## src/msi_vpd_consts.vh

```
// Constants for the capability register bank: offsets, fields, reset values.
// Assumes inclusion by bare name from each design file.
`ifndef MSI_VPD_CONSTS_VH
`define MSI_VPD_CONSTS_VH

// ----------------------------------------------------------------------------
// Register byte offsets.
// ----------------------------------------------------------------------------
`define OFS_MSG_CTRL      8'h4C
`define OFS_MSG_ADDR      8'h50
`define OFS_MSG_UADDR     8'h54
`define OFS_MSG_DATA      8'h58
`define OFS_PD_CTRL       8'h5C
`define OFS_PD_DATA       8'h60
`define OFS_VEND_HDR      8'h64
`define OFS_TEST0         8'h68
`define OFS_IRQ_STATUS    8'h80
`define OFS_IRQ_MASK      8'h84
`define OFS_MSI_TRIGGER   8'h88

// ----------------------------------------------------------------------------
// Fixed identifiers and fields.
// ----------------------------------------------------------------------------
`define MSI_CAP_ID        8'h05
`define MSI_NEXT_PTR      8'h64
`define PD_CAP_ID         8'h03
`define PD_NEXT_PTR       8'h64
`define VEND_CAP_ID       8'h09
`define VEND_NEXT_PTR     8'hB0
`define VEND_LENGTH       16'h0034
`define BIT_MSI_EN        16
`define BIT_ADDR64        23
`define BIT_PD_FLAG       31
`define PD_ADDR_HI        23
`define PD_ADDR_LO        18
`define MME_HI            22
`define MME_LO            20

// ----------------------------------------------------------------------------
// Reset values and interrupt status bits.
// ----------------------------------------------------------------------------
`define TEST0_RESET       32'h04001060
`define ZERO32            32'h00000000
`define IRQ_W             2
`define IRQ_PD_DONE       0
`define IRQ_MSI_SENT      1

`endif

```

## src/pd_eeprom_seq.v

```verilog
// EEPROM access sequencer for the product data table.
// Assumes the EEPROM agent answers each started cycle with a one-cycle done.
`timescale 1ns/1ns
`include "msi_vpd_consts.vh"

module pd_eeprom_seq (
  // Clock and reset.
  input  wire        pclk,
  input  wire        presetn,
  // Start request from the register bank.
  input  wire        start,
  input  wire        write_op,
  input  wire [5:0]  addr,
  input  wire [31:0] wdata,
  // EEPROM agent.
  output reg         ee_req,
  output reg         ee_write,
  output reg  [5:0]  ee_addr,
  output reg  [31:0] ee_wdata,
  input  wire        ee_done,
  input  wire [31:0] ee_rdata,
  // Completion toward the register bank.
  output reg         busy,
  output reg         finish,
  output reg  [31:0] rdata
);

  // --------------------------------------------------------------------------
  // Request and completion.
  // --------------------------------------------------------------------------
  always @(posedge pclk or negedge presetn) begin
    if (!presetn) begin
      ee_req   <= 1'b0;
      ee_write <= 1'b0;
      ee_addr  <= 6'h00;
      ee_wdata <= `ZERO32;
      busy     <= 1'b0;
      finish   <= 1'b0;
      rdata    <= `ZERO32;
    end else begin
      finish <= 1'b0;
      if (!busy && start) begin
        busy     <= 1'b1;
        ee_req   <= 1'b1;
        ee_write <= write_op;
        ee_addr  <= addr;
        ee_wdata <= wdata;
      end else if (busy && ee_done) begin
        busy   <= 1'b0;
        ee_req <= 1'b0;
        finish <= 1'b1;
        if (!ee_write) begin
          rdata <= ee_rdata;
        end
      end
    end
  end

endmodule // pd_eeprom_seq

```

## src/msi_sender.v

```verilog
// Interrupt message issuer: one memory write per service request.
// Assumes the fabric answers msg_valid with a one-cycle msg_ack.
`timescale 1ns/1ns
`include "msi_vpd_consts.vh"

module msi_sender (
  // Clock and reset.
  input  wire        pclk,
  input  wire        presetn,
  // Request and settings.
  input  wire        request,
  input  wire        enable,
  input  wire [63:0] target,
  input  wire [15:0] payload,
  // Fabric side.
  output reg         msg_valid,
  output reg  [63:0] msg_addr,
  output reg  [31:0] msg_data,
  input  wire        msg_ack,
  // Legacy pin and completion.
  output reg         intx_assert,
  output reg         sent
);

  // --------------------------------------------------------------------------
  // Message or legacy signalling.
  // --------------------------------------------------------------------------
  always @(posedge pclk or negedge presetn) begin
    if (!presetn) begin
      msg_valid   <= 1'b0;
      msg_addr    <= 64'h0000000000000000;
      msg_data    <= `ZERO32;
      intx_assert <= 1'b0;
      sent        <= 1'b0;
    end else begin
      sent <= 1'b0;
      // Messages replace legacy pin.
      intx_assert <= request && !enable;
      // Gated by enable.
      if (!msg_valid && request && enable) begin
        msg_valid <= 1'b1;
        // Aligned low address.
        msg_addr  <= {target[63:2], 2'b00};
        // Payload from data field.
        msg_data  <= {16'h0000, payload};
      end else if (msg_valid && msg_ack) begin
        msg_valid <= 1'b0;
        sent      <= 1'b1;
      end
    end
  end

endmodule // msi_sender

```

## src/msi_product_data_capability_header_regs.v

```verilog
// Capability register bank: interrupt message, product data, vendor, test.
// Assumes an APB master on pclk and EEPROM and fabric agents outside.
//
// Contract
// The message capability header reads identifier 05h in its low byte.
// With the message enable bit clear, no interrupt message is sent.
// With the enable set, service goes by message and the legacy pin stays low.
// The 64-bit capable bit 23 is read-only and reads 1.
// Address bits 31:2 are writable, reset zero, and give the aligned target.
// The upper address register is writable, reset zero, and gives the high half.
// The 16-bit payload is sent with each message; one vector, enable field ignored.
// The product data header reads identifier 03h and next pointer 64h.
// The product data address field, bits 23:18, selects the table word.
// Writing flag 0 starts a read; the flag stays 0 and becomes 1 on completion.
// Writing flag 1 starts a write; the flag stays 1 and becomes 0 on completion.
// Software polls the flag before the next access or use of data.
// The data register carries the word written or the word read back.
// The vendor header reads identifier 09h.
// The vendor header reads next pointer B0h.
// The vendor header reads length 0034h in bits 31:16.
// The test control word resets to 04001060h and is read-write.
//
// Chosen here: the APB register port.
`timescale 1ns/1ns
`include "msi_vpd_consts.vh"

module msi_product_data_capability_header_regs (
  // APB clock and reset.
  input  wire        pclk,
  input  wire        presetn,
  // APB slave.
  input  wire        psel,
  input  wire        penable,
  input  wire        pwrite,
  input  wire [7:0]  paddr,
  input  wire [31:0] pwdata,
  input  wire [3:0]  pstrb,
  output reg  [31:0] prdata,
  output reg         pready,
  output reg         pslverr,
  // Port service request.
  input  wire        service_req,
  // Interrupt message fabric.
  output reg         msg_valid,
  output reg  [63:0] msg_addr,
  output reg  [31:0] msg_data,
  input  wire        msg_ack,
  output reg         intx_out,
  // EEPROM agent.
  output reg         ee_req,
  output reg         ee_write,
  output reg  [5:0]  ee_addr,
  output reg  [31:0] ee_wdata,
  input  wire        ee_done,
  input  wire [31:0] ee_rdata,
  // Interrupt.
  output reg         irq
);

  // --------------------------------------------------------------------------
  // Storage.
  // --------------------------------------------------------------------------
  reg        msi_en_r;
  reg [2:0]  mme_r;
  reg [29:0] maddr_r;
  reg [31:0] muaddr_r;
  reg [15:0] mdata_r;
  reg [5:0]  pd_addr_r;
  reg        pd_flag_r;
  reg [31:0] pd_data_r;
  reg [31:0] test0_r;
  reg [`IRQ_W-1:0] irq_stat_r;
  reg [`IRQ_W-1:0] irq_mask_r;
  reg        pd_start_r;
  reg        msi_req_r;
  reg [31:0] rdata_nxt;
  reg        hit_nxt;

  wire        seq_busy;
  wire        seq_finish;
  wire [31:0] seq_rdata;
  wire        s_valid;
  wire [63:0] s_addr;
  wire [31:0] s_data;
  wire        s_intx;
  wire        s_sent;
  wire        s_ee_req;
  wire        s_ee_write;
  wire [5:0]  s_ee_addr;
  wire [31:0] s_ee_wdata;

  // --------------------------------------------------------------------------
  // Access phase decode.
  // --------------------------------------------------------------------------
  wire acc     = psel && penable && pready;
  wire wr      = acc && pwrite;
  wire rd      = acc && !pwrite;
  wire ans_cyc = psel && penable && !pready;
  wire stat_rd = rd && (paddr == `OFS_IRQ_STATUS);

  // Byte lane merge of a write.
  function [31:0] merge;
    input [31:0] old;
    input [31:0] nw;
    input [3:0]  strb;
    integer i;
    begin
      merge = old;
      for (i = 0; i < 4; i = i + 1) begin
        if (strb[i]) begin
          merge[i*8 +: 8] = nw[i*8 +: 8];
        end
      end
    end
  endfunction

  // --------------------------------------------------------------------------
  // Write data merges, cut to the width of each field.
  // --------------------------------------------------------------------------
  wire [31:0] maddr_mrg = merge({maddr_r, 2'b00}, pwdata, pstrb);
  wire [31:0] mdata_mrg = merge({16'h0000, mdata_r}, pwdata, pstrb);

  // --------------------------------------------------------------------------
  // Read decode.
  // --------------------------------------------------------------------------
  always @* begin
    rdata_nxt = `ZERO32;
    hit_nxt   = 1'b1;
    case (paddr)
      `OFS_MSG_CTRL: begin
        // Identifier and pointer.
        rdata_nxt[7:0]   = `MSI_CAP_ID;
        rdata_nxt[15:8]  = `MSI_NEXT_PTR;
        rdata_nxt[`BIT_MSI_EN] = msi_en_r;
        rdata_nxt[`MME_HI:`MME_LO] = mme_r;
        // Fixed 64-bit capable.
        rdata_nxt[`BIT_ADDR64] = 1'b1;
      end
      `OFS_MSG_ADDR:  rdata_nxt = {maddr_r, 2'b00};
      `OFS_MSG_UADDR: rdata_nxt = muaddr_r;
      `OFS_MSG_DATA:  rdata_nxt = {16'h0000, mdata_r};
      `OFS_PD_CTRL: begin
        // Header constants.
        rdata_nxt[7:0]  = `PD_CAP_ID;
        rdata_nxt[15:8] = `PD_NEXT_PTR;
        rdata_nxt[`PD_ADDR_HI:`PD_ADDR_LO] = pd_addr_r;
        rdata_nxt[`BIT_PD_FLAG] = pd_flag_r;
      end
      `OFS_PD_DATA: rdata_nxt = pd_data_r;
      `OFS_VEND_HDR: begin
        // Vendor identifier.
        rdata_nxt[7:0]   = `VEND_CAP_ID;
        // Vendor next pointer.
        rdata_nxt[15:8]  = `VEND_NEXT_PTR;
        // Vendor length.
        rdata_nxt[31:16] = `VEND_LENGTH;
      end
      `OFS_TEST0:       rdata_nxt = test0_r;
      `OFS_IRQ_STATUS:  rdata_nxt = {30'h00000000, irq_stat_r};
      `OFS_IRQ_MASK:    rdata_nxt = {30'h00000000, irq_mask_r};
      `OFS_MSI_TRIGGER: rdata_nxt = `ZERO32;
      default:          hit_nxt = 1'b0;
    endcase
  end

  // --------------------------------------------------------------------------
  // APB handshake: one wait state, answer in the access phase.
  // --------------------------------------------------------------------------
  always @(posedge pclk or negedge presetn) begin
    if (!presetn) begin
      pready  <= 1'b0;
      pslverr <= 1'b0;
      prdata  <= `ZERO32;
    end else begin
      pready  <= ans_cyc;
      pslverr <= ans_cyc && !hit_nxt;
      if (ans_cyc && !pwrite) begin
        prdata <= rdata_nxt;
      end
    end
  end

  // --------------------------------------------------------------------------
  // Register writes and hardware updates.
  // --------------------------------------------------------------------------
  always @(posedge pclk or negedge presetn) begin
    if (!presetn) begin
      msi_en_r   <= 1'b0;
      mme_r      <= 3'b000;
      maddr_r    <= 30'h00000000;
      muaddr_r   <= `ZERO32;
      mdata_r    <= 16'h0000;
      pd_addr_r  <= 6'h00;
      pd_flag_r  <= 1'b0;
      pd_data_r  <= `ZERO32;
      test0_r    <= `TEST0_RESET;
      irq_mask_r <= 2'b00;
      pd_start_r <= 1'b0;
      msi_req_r  <= 1'b0;
    end else begin
      pd_start_r <= 1'b0;
      if (s_valid || s_sent) begin
        msi_req_r <= 1'b0;
      end
      if (wr) begin
        case (paddr)
          `OFS_MSG_CTRL: begin
            if (pstrb[2]) begin
              msi_en_r <= pwdata[`BIT_MSI_EN];
              // Stored and read back only, never used in messages.
              mme_r    <= pwdata[`MME_HI:`MME_LO];
            end
          end
          // Writable address bits.
          `OFS_MSG_ADDR:  maddr_r  <= maddr_mrg[31:2];
          // Writable upper half.
          `OFS_MSG_UADDR: muaddr_r <= merge(muaddr_r, pwdata, pstrb);
          `OFS_MSG_DATA:  mdata_r  <= mdata_mrg[15:0];
          `OFS_PD_CTRL: begin
            // Access ignored while busy.
            if (!seq_busy && pstrb[3]) begin
              // Table word address.
              pd_addr_r  <= pwdata[`PD_ADDR_HI:`PD_ADDR_LO];
              // Flag written starts cycle.
              pd_flag_r  <= pwdata[`BIT_PD_FLAG];
              pd_start_r <= 1'b1;
            end
          end
          // Word for writes.
          `OFS_PD_DATA: if (!seq_busy) pd_data_r <= merge(pd_data_r, pwdata, pstrb);
          // Test word.
          `OFS_TEST0:       test0_r    <= merge(test0_r, pwdata, pstrb);
          `OFS_IRQ_MASK:    irq_mask_r <= pwdata[`IRQ_W-1:0];
          `OFS_MSI_TRIGGER: if (pwdata[0]) msi_req_r <= 1'b1;
          default: ;
        endcase
      end
      if (seq_finish) begin
        // Flag toggles on completion.
        pd_flag_r <= !pd_flag_r;
        // Read data captured.
        if (!pd_flag_r) begin
          pd_data_r <= seq_rdata;
        end
      end
    end
  end

  // --------------------------------------------------------------------------
  // Interrupt status: a read clears it, a new event in that cycle wins.
  // --------------------------------------------------------------------------
  always @(posedge pclk or negedge presetn) begin
    if (!presetn) begin
      irq_stat_r <= 2'b00;
    end else begin
      irq_stat_r <= (stat_rd ? 2'b00 : irq_stat_r) | {s_sent, seq_finish};
    end
  end

  // --------------------------------------------------------------------------
  // Interrupt output.
  // --------------------------------------------------------------------------
  always @(posedge pclk or negedge presetn) begin
    if (!presetn) begin
      irq <= 1'b0;
    end else begin
      irq <= |(irq_stat_r & irq_mask_r);
    end
  end

  // --------------------------------------------------------------------------
  // Message fabric outputs.
  // --------------------------------------------------------------------------
  // Valid falls at the edge that takes the acknowledge, so no word is offered twice.
  always @(posedge pclk or negedge presetn) begin
    if (!presetn) begin
      msg_valid <= 1'b0;
      msg_addr  <= 64'h0000000000000000;
      msg_data  <= `ZERO32;
      intx_out  <= 1'b0;
    end else begin
      msg_valid <= s_valid && !(msg_valid && msg_ack);
      msg_addr  <= s_addr;
      msg_data  <= s_data;
      intx_out  <= s_intx;
    end
  end

  // --------------------------------------------------------------------------
  // EEPROM agent outputs.
  // --------------------------------------------------------------------------
  // Request falls at the edge that takes done, so the agent sees no second cycle.
  always @(posedge pclk or negedge presetn) begin
    if (!presetn) begin
      ee_req   <= 1'b0;
      ee_write <= 1'b0;
      ee_addr  <= 6'h00;
      ee_wdata <= `ZERO32;
    end else begin
      ee_req   <= s_ee_req && !(ee_req && ee_done);
      ee_write <= s_ee_write;
      ee_addr  <= s_ee_addr;
      ee_wdata <= s_ee_wdata;
    end
  end

  // --------------------------------------------------------------------------
  // Submodules.
  // --------------------------------------------------------------------------
  pd_eeprom_seq u_seq (
    .pclk     (pclk),
    .presetn  (presetn),
    .start    (pd_start_r),
    .write_op (pd_flag_r),
    .addr     (pd_addr_r),
    .wdata    (pd_data_r),
    .ee_req   (s_ee_req),
    .ee_write (s_ee_write),
    .ee_addr  (s_ee_addr),
    .ee_wdata (s_ee_wdata),
    .ee_done  (ee_done && ee_req),
    .ee_rdata (ee_rdata),
    .busy     (seq_busy),
    .finish   (seq_finish),
    .rdata    (seq_rdata)
  );

  // High half used because 64-bit capable.
  msi_sender u_msi (
    .pclk        (pclk),
    .presetn     (presetn),
    .request     (service_req || msi_req_r),
    .enable      (msi_en_r),
    .target      ({muaddr_r, maddr_r, 2'b00}),
    .payload     (mdata_r),
    .msg_valid   (s_valid),
    .msg_addr    (s_addr),
    .msg_data    (s_data),
    .msg_ack     (msg_ack && msg_valid),
    .intx_assert (s_intx),
    .sent        (s_sent)
  );

endmodule // msi_product_data_capability_header_regs

```

## config.mk

```make
export PLATFORM = sky130hd
export DESIGN_NAME = msi_product_data_capability_header_regs
export DESIGN_NICKNAME = d
export VERILOG_FILES = /design/src/pd_eeprom_seq.v /design/src/msi_sender.v /design/src/msi_product_data_capability_header_regs.v
export VERILOG_INCLUDE_DIRS = /design/src
export SDC_FILE = /design/constraint.sdc
export NUM_CORES = 1
export LEC_CHECK = 0
export ABC_CLOCK_PERIOD_IN_PS = 2100
export BUFFER_PORTS_ARGS = -buffer_cell sky130_fd_sc_hd__buf_2
export CAP_MARGIN = 20
export CELL_PAD_IN_SITES_DETAIL_PLACEMENT = 0
export CELL_PAD_IN_SITES_GLOBAL_PLACEMENT = 1
export CORE_AREA = 2 2 219 275
export DETAILED_ROUTE_END_ITERATION = 6
export DIE_AREA = 0 0 221 277
export PLACE_DENSITY = 0.57
export SKIP_LAST_GASP = 1
export SLEW_MARGIN = 5
export SYNTH_ARGS = -nofsm -noshare
export SYNTH_HDL_FRONTEND = slang
export SYNTH_SLANG_ARGS = --single-unit
```

## constraint.sdc

```tcl
create_clock -name pclk -period 2.1 [get_ports pclk]
set_input_delay 0.525 -clock pclk [delete_from_list [all_inputs] [get_ports pclk]]
set_output_delay 0.525 -clock pclk [all_outputs]
set_load 0.05 [all_outputs]
```

==> metrics.log <==
INFO  metric seq_area_frac_synth = 64.9%
INFO  metric synth_warnings = 0
INFO  metric critical_path_arrival = 1.37 ns
INFO  metric fraction_of_met3_tracks_used_by_global_routing = 4.79%
INFO  metric route.detailed.drc = 0
INFO  metric max_transition_margin = 63.1%
INFO  metric antenna_found_initial = 12
INFO  metric grt_setup_unrepaired = no
INFO  metric clock_insertion_delay_worst_skew = 0.59 ns
INFO  metric pin_count = 257
INFO  metric wire_length_of_the_first_global_routing_pass = 82,800 um
INFO  metric post-cts-setup-buffers = 0
INFO  metric tritoncts = built
INFO  metric avgSynthCellArea = 14.0 um2
INFO  metric worstSetupStartpointType = flip-flop
INFO  metric synth.lib_cells_used.distinct = 70
INFO  metric timing_hold_violations_final = 0
INFO  metric cpLargestDelayFamily = buffers and inverters
INFO  metric outcome = finished, final reports clean
INFO  metric clk_root_buffer_cell = clkbuf_16
INFO  metric cpPeakStageDelay = 0.35 ns
INFO  metric tightestPinTransition = 0.554 ns
INFO  metric pre_cts_slack = -0.235 ns
INFO  metric coreArea = 58,900 um2
INFO  metric cellLeakagePower = 0.0114 uW
INFO  metric power_switching_share = 23.5%
INFO  metric yosys-top-cells-area = dfrtp_1 (64%), mux2_2 (15%), mux2_1 (2.1%)
INFO  metric gp_congestion = 0.862
INFO  metric floorplan.rows = 100
INFO  metric cp_max_fo = 6
INFO  metric setup_ws = 0.209 ns
INFO  metric critical_path_class = flip-flop to output pin
INFO  metric setup.worst_path.end_class = output pin
INFO  metric gr-max-usage-layer = met2
INFO  metric final_antenna_net_count = 0
INFO  metric combinational_family_with_the_most_area_after_synthesis = multiplexers
INFO  metric p_per_area = 924 nW/um2
INFO  metric required = 1.57 ns
INFO  metric drt-total-wl = 55,500 um
INFO  metric clockBufferDepth = 3
INFO  metric h-tree-depth = 2
INFO  metric routed_wire_length_per_instance = 22.8 um
INFO  metric final.setup_skew = 0.0202 ns
INFO  metric cellInternalPower = 16,200 uW
INFO  metric avgViaCountPerCell = 4.88
INFO  metric drt_first_iter_violations = 590
INFO  metric seq_power_share = 45.9%
INFO  metric grt_max_degree = 56
INFO  metric post-synth-top-count-cell = dfrtp_1
INFO  metric portBuffers = 238
INFO  metric synthesis.area = 18,100 um2
INFO  metric slew_violations = 0
INFO  metric dieArea = 61,200 um2
INFO  metric timing.fmax = 529 MHz
INFO  metric dpl.hpwl = 42,000 um
INFO  metric tritoncts_num_sinks = 468
INFO  metric num_vias = 11,881
INFO  metric critical_path_cell_list = buf_4 -> buf_2
INFO  metric setup_viol_count_final = 0
INFO  metric die_h = 277 um
INFO  metric synth_top_cell_area_share = 64.3%
INFO  metric first_pass_iters = 5
INFO  metric clkTransAtPathRegs = 0.06 ns
INFO  metric synthesized_area_fraction_occupied_by_ao_oa_aoi_and_oai_cells = 7.58%
INFO  metric synth_simple_gate_area_share = 7.28%
INFO  metric grt_use_met2 = 32.8%
INFO  metric grt-ovfl-total = 0
INFO  metric layout-drive-gt1-share = 42.8%
INFO  metric worst_vdd_ir = 0.000745 V
INFO  metric first_global_vias = 12,721
INFO  metric netlist.top_cell.by_area = dfrtp_1
INFO  metric power.net_switching = 4970 uW
INFO  metric worst_hold_path_type = primary input to flip-flop
INFO  metric cp_num_buf_inv = 2
INFO  metric final_period_minus_worst_setup_slack = 1.89 ns
INFO  metric syn_to_final_growth = 26.8%
INFO  metric tritoncts.num_buffers = 50
INFO  metric ys_flop_type = dfrtp_1
INFO  metric synth_mux_area_share = 17.5%
INFO  metric synthesis.instances = 1,289
INFO  metric timing.critical_path.slowest_stage_cell = dfrtp_2
INFO  metric layout_worst_path_cycle_share = 90.1%
INFO  metric ys_async_sr_fraction = 100%
INFO  metric initial_core_util = 30.6%
INFO  metric synth-adder-area-share = 0%
INFO  metric power_frac_clock = 47.0%
INFO  metric met1_track_utilization_from_global_routing = 20.5%
INFO  metric parity_gate_share_of_the_synthesized_area_counting_xor_and_xnor_cells = 0.0485%
INFO  metric combinationalPowerShare = 7.1%
INFO  metric synth_enable_flop_cells = 0
INFO  metric synth.cells.most_frequent = dfrtp_1 (464), mux2_2 (242), nor2_1 (66)
INFO  metric grt.total_usage = 18.2%
INFO  metric finalNetCount = 1,708
INFO  metric max_capacitance_violation_count = 0
INFO  metric chipWidth = 221 um
INFO  metric synth_seq_cells = 468
INFO  metric worst_hold_slack = 0.164 ns
==> metal layers <==
metal	share of wire (%)	vias up	wire length (um)
met5	0.18	-	102
met4	3.3	14	1820
met3	6.3	108	3480
met1	38	6087	21100
li1	-	5330	-
met2	52	342	29000
==> cell type report <==
type / count / area [um2]
Clock inverter: 23 / 433
Sequential cell: 468 / 11700
Tap cell: 765 / 957
Multi-Input combinational cell: 744 / 5950
Inverter: 3 / 11.3
Clock buffer: 68 / 1440
Antenna cell: 7 / 17.5
Timing Repair Buffer: 357 / 2360
Fill cell: 5652 / 36000
==> power groups by stage <==
stage               Sequential, uW  Combinational, uW  Clock [uW]
floorplan                     9960                593           0
global placement              9890               1490           0
detailed placement            9890               1520           0
CTS                           9730               1520       10200
global route                  9760               1630       10600
finish                        9720               1500        9940
==> worst reg2reg max path, stage by stage, from the launching register on <==
cell	delay, ns
dfrtp_2	0.40
and4_1	0.17
buf_12	0.14
and2_1	0.21
buf_4	0.17
nand2_1	0.07
buf_4	0.19
mux2_2	0.35
==> path summary, 6_finish.rpt <==
check                                       startpoint                             to  slack [ns]  cells after the start
setup / recovery                      pready$_DFF_PN0_                         pready        0.21                      2
setup reg to reg                      pready$_DFF_PN0_        maddr_r[28]$_DFFE_PN0P_        0.28                      7
hold / removal                                 ee_done               ee_req$_DFF_PN0_        0.16                      2
hold reg to reg            u_msi.intx_assert$_DFF_PN0_             intx_out$_DFF_PN0_        0.35                      0
min in group asynchronous                      presetn  u_msi.msg_data[9]$_DFFE_PN0P_        0.50                      2
max in group asynchronous                      presetn        test0_r[26]$_DFFE_PN1P_        0.83                      3
==> flip-flops by register name, indices dropped and copies added, names as in the netlist, 2 cells and up <==
name            cells
ee_addr             6
ee_wdata           32
irq_mask_r          2
irq_stat_r          2
maddr_r            30
mdata_r            16
mme_r               3
msg_addr           62
msg_data           16
muaddr_r           32
pd_addr_r           6
pd_data_r          32
prdata             32
test0_r            32
u_msi.msg_addr     62
u_msi.msg_data     16
u_seq.ee_addr       6
u_seq.ee_wdata     32
u_seq.rdata        32
==> cells by family (layout without fill, tap and decap cells) <==
family / count (synthesis) / after routing
flops: 468 / 468
mux: 281 / 281
simple gates: 242 / 242
compound gates: 202 / 202
buf+inv: 94 / 451
other cells: 1 / 25
xor+xnor: 1 / 1
==> through the flow <==
step / total power (uW) / area (um2) / setup TNS, ns / util, % / cells
2_1_floorplan: 10500 / 18100 / 0 / - / 1306
3_3_place_gp: 11400 / 21000 / -24.56 / 35.6 / 2336
3_5_place_dp: 11400 / 21000 / -27.60 / 35.6 / 2336
4_1_cts: 21500 / 22900 / 0 / 38.8 / 2428
5_1_grt: 22000 / 22900 / 0 / 38.8 / 2431
6_report: 21200 / 22900 / 0 / 38.8 / 2435
==> layout by cell type (no fill, tap or decap), types with 8 or more instances in the layout <==
| master | synthesis | layout |
|---|---|---|
| mux2_2 | 242 | 242 |
| buf_12 | 0 | 21 |
| o21ai_1 | 32 | 32 |
| nand3_1 | 39 | 39 |
| a22o_1 | 19 | 19 |
| a21oi_1 | 11 | 11 |
| buf_4 | 19 | 97 |
| o21ai_0 | 26 | 26 |
| and3_1 | 15 | 15 |
| a221oi_1 | 13 | 13 |
| a22oi_1 | 21 | 21 |
| nor3_1 | 8 | 8 |
| nor2_1 | 66 | 66 |
| bufinv_16 | 0 | 12 |
| clkbuf_16 | 0 | 51 |
| mux2_1 | 33 | 33 |
| clkbuf_8 | 0 | 10 |
| a31oi_1 | 45 | 45 |
| nor3b_1 | 12 | 11 |
| conb_1 | 1 | 18 |
| dfrtp_1 | 464 | 463 |
| nand2_1 | 44 | 44 |
| buf_2 | 17 | 237 |
==> timing repair <==
item,CTS,global route
hold buffers,1,0
hold endpoints to repair,29,0
resized for setup,0,0
Power figures use the tool's default switching activity.
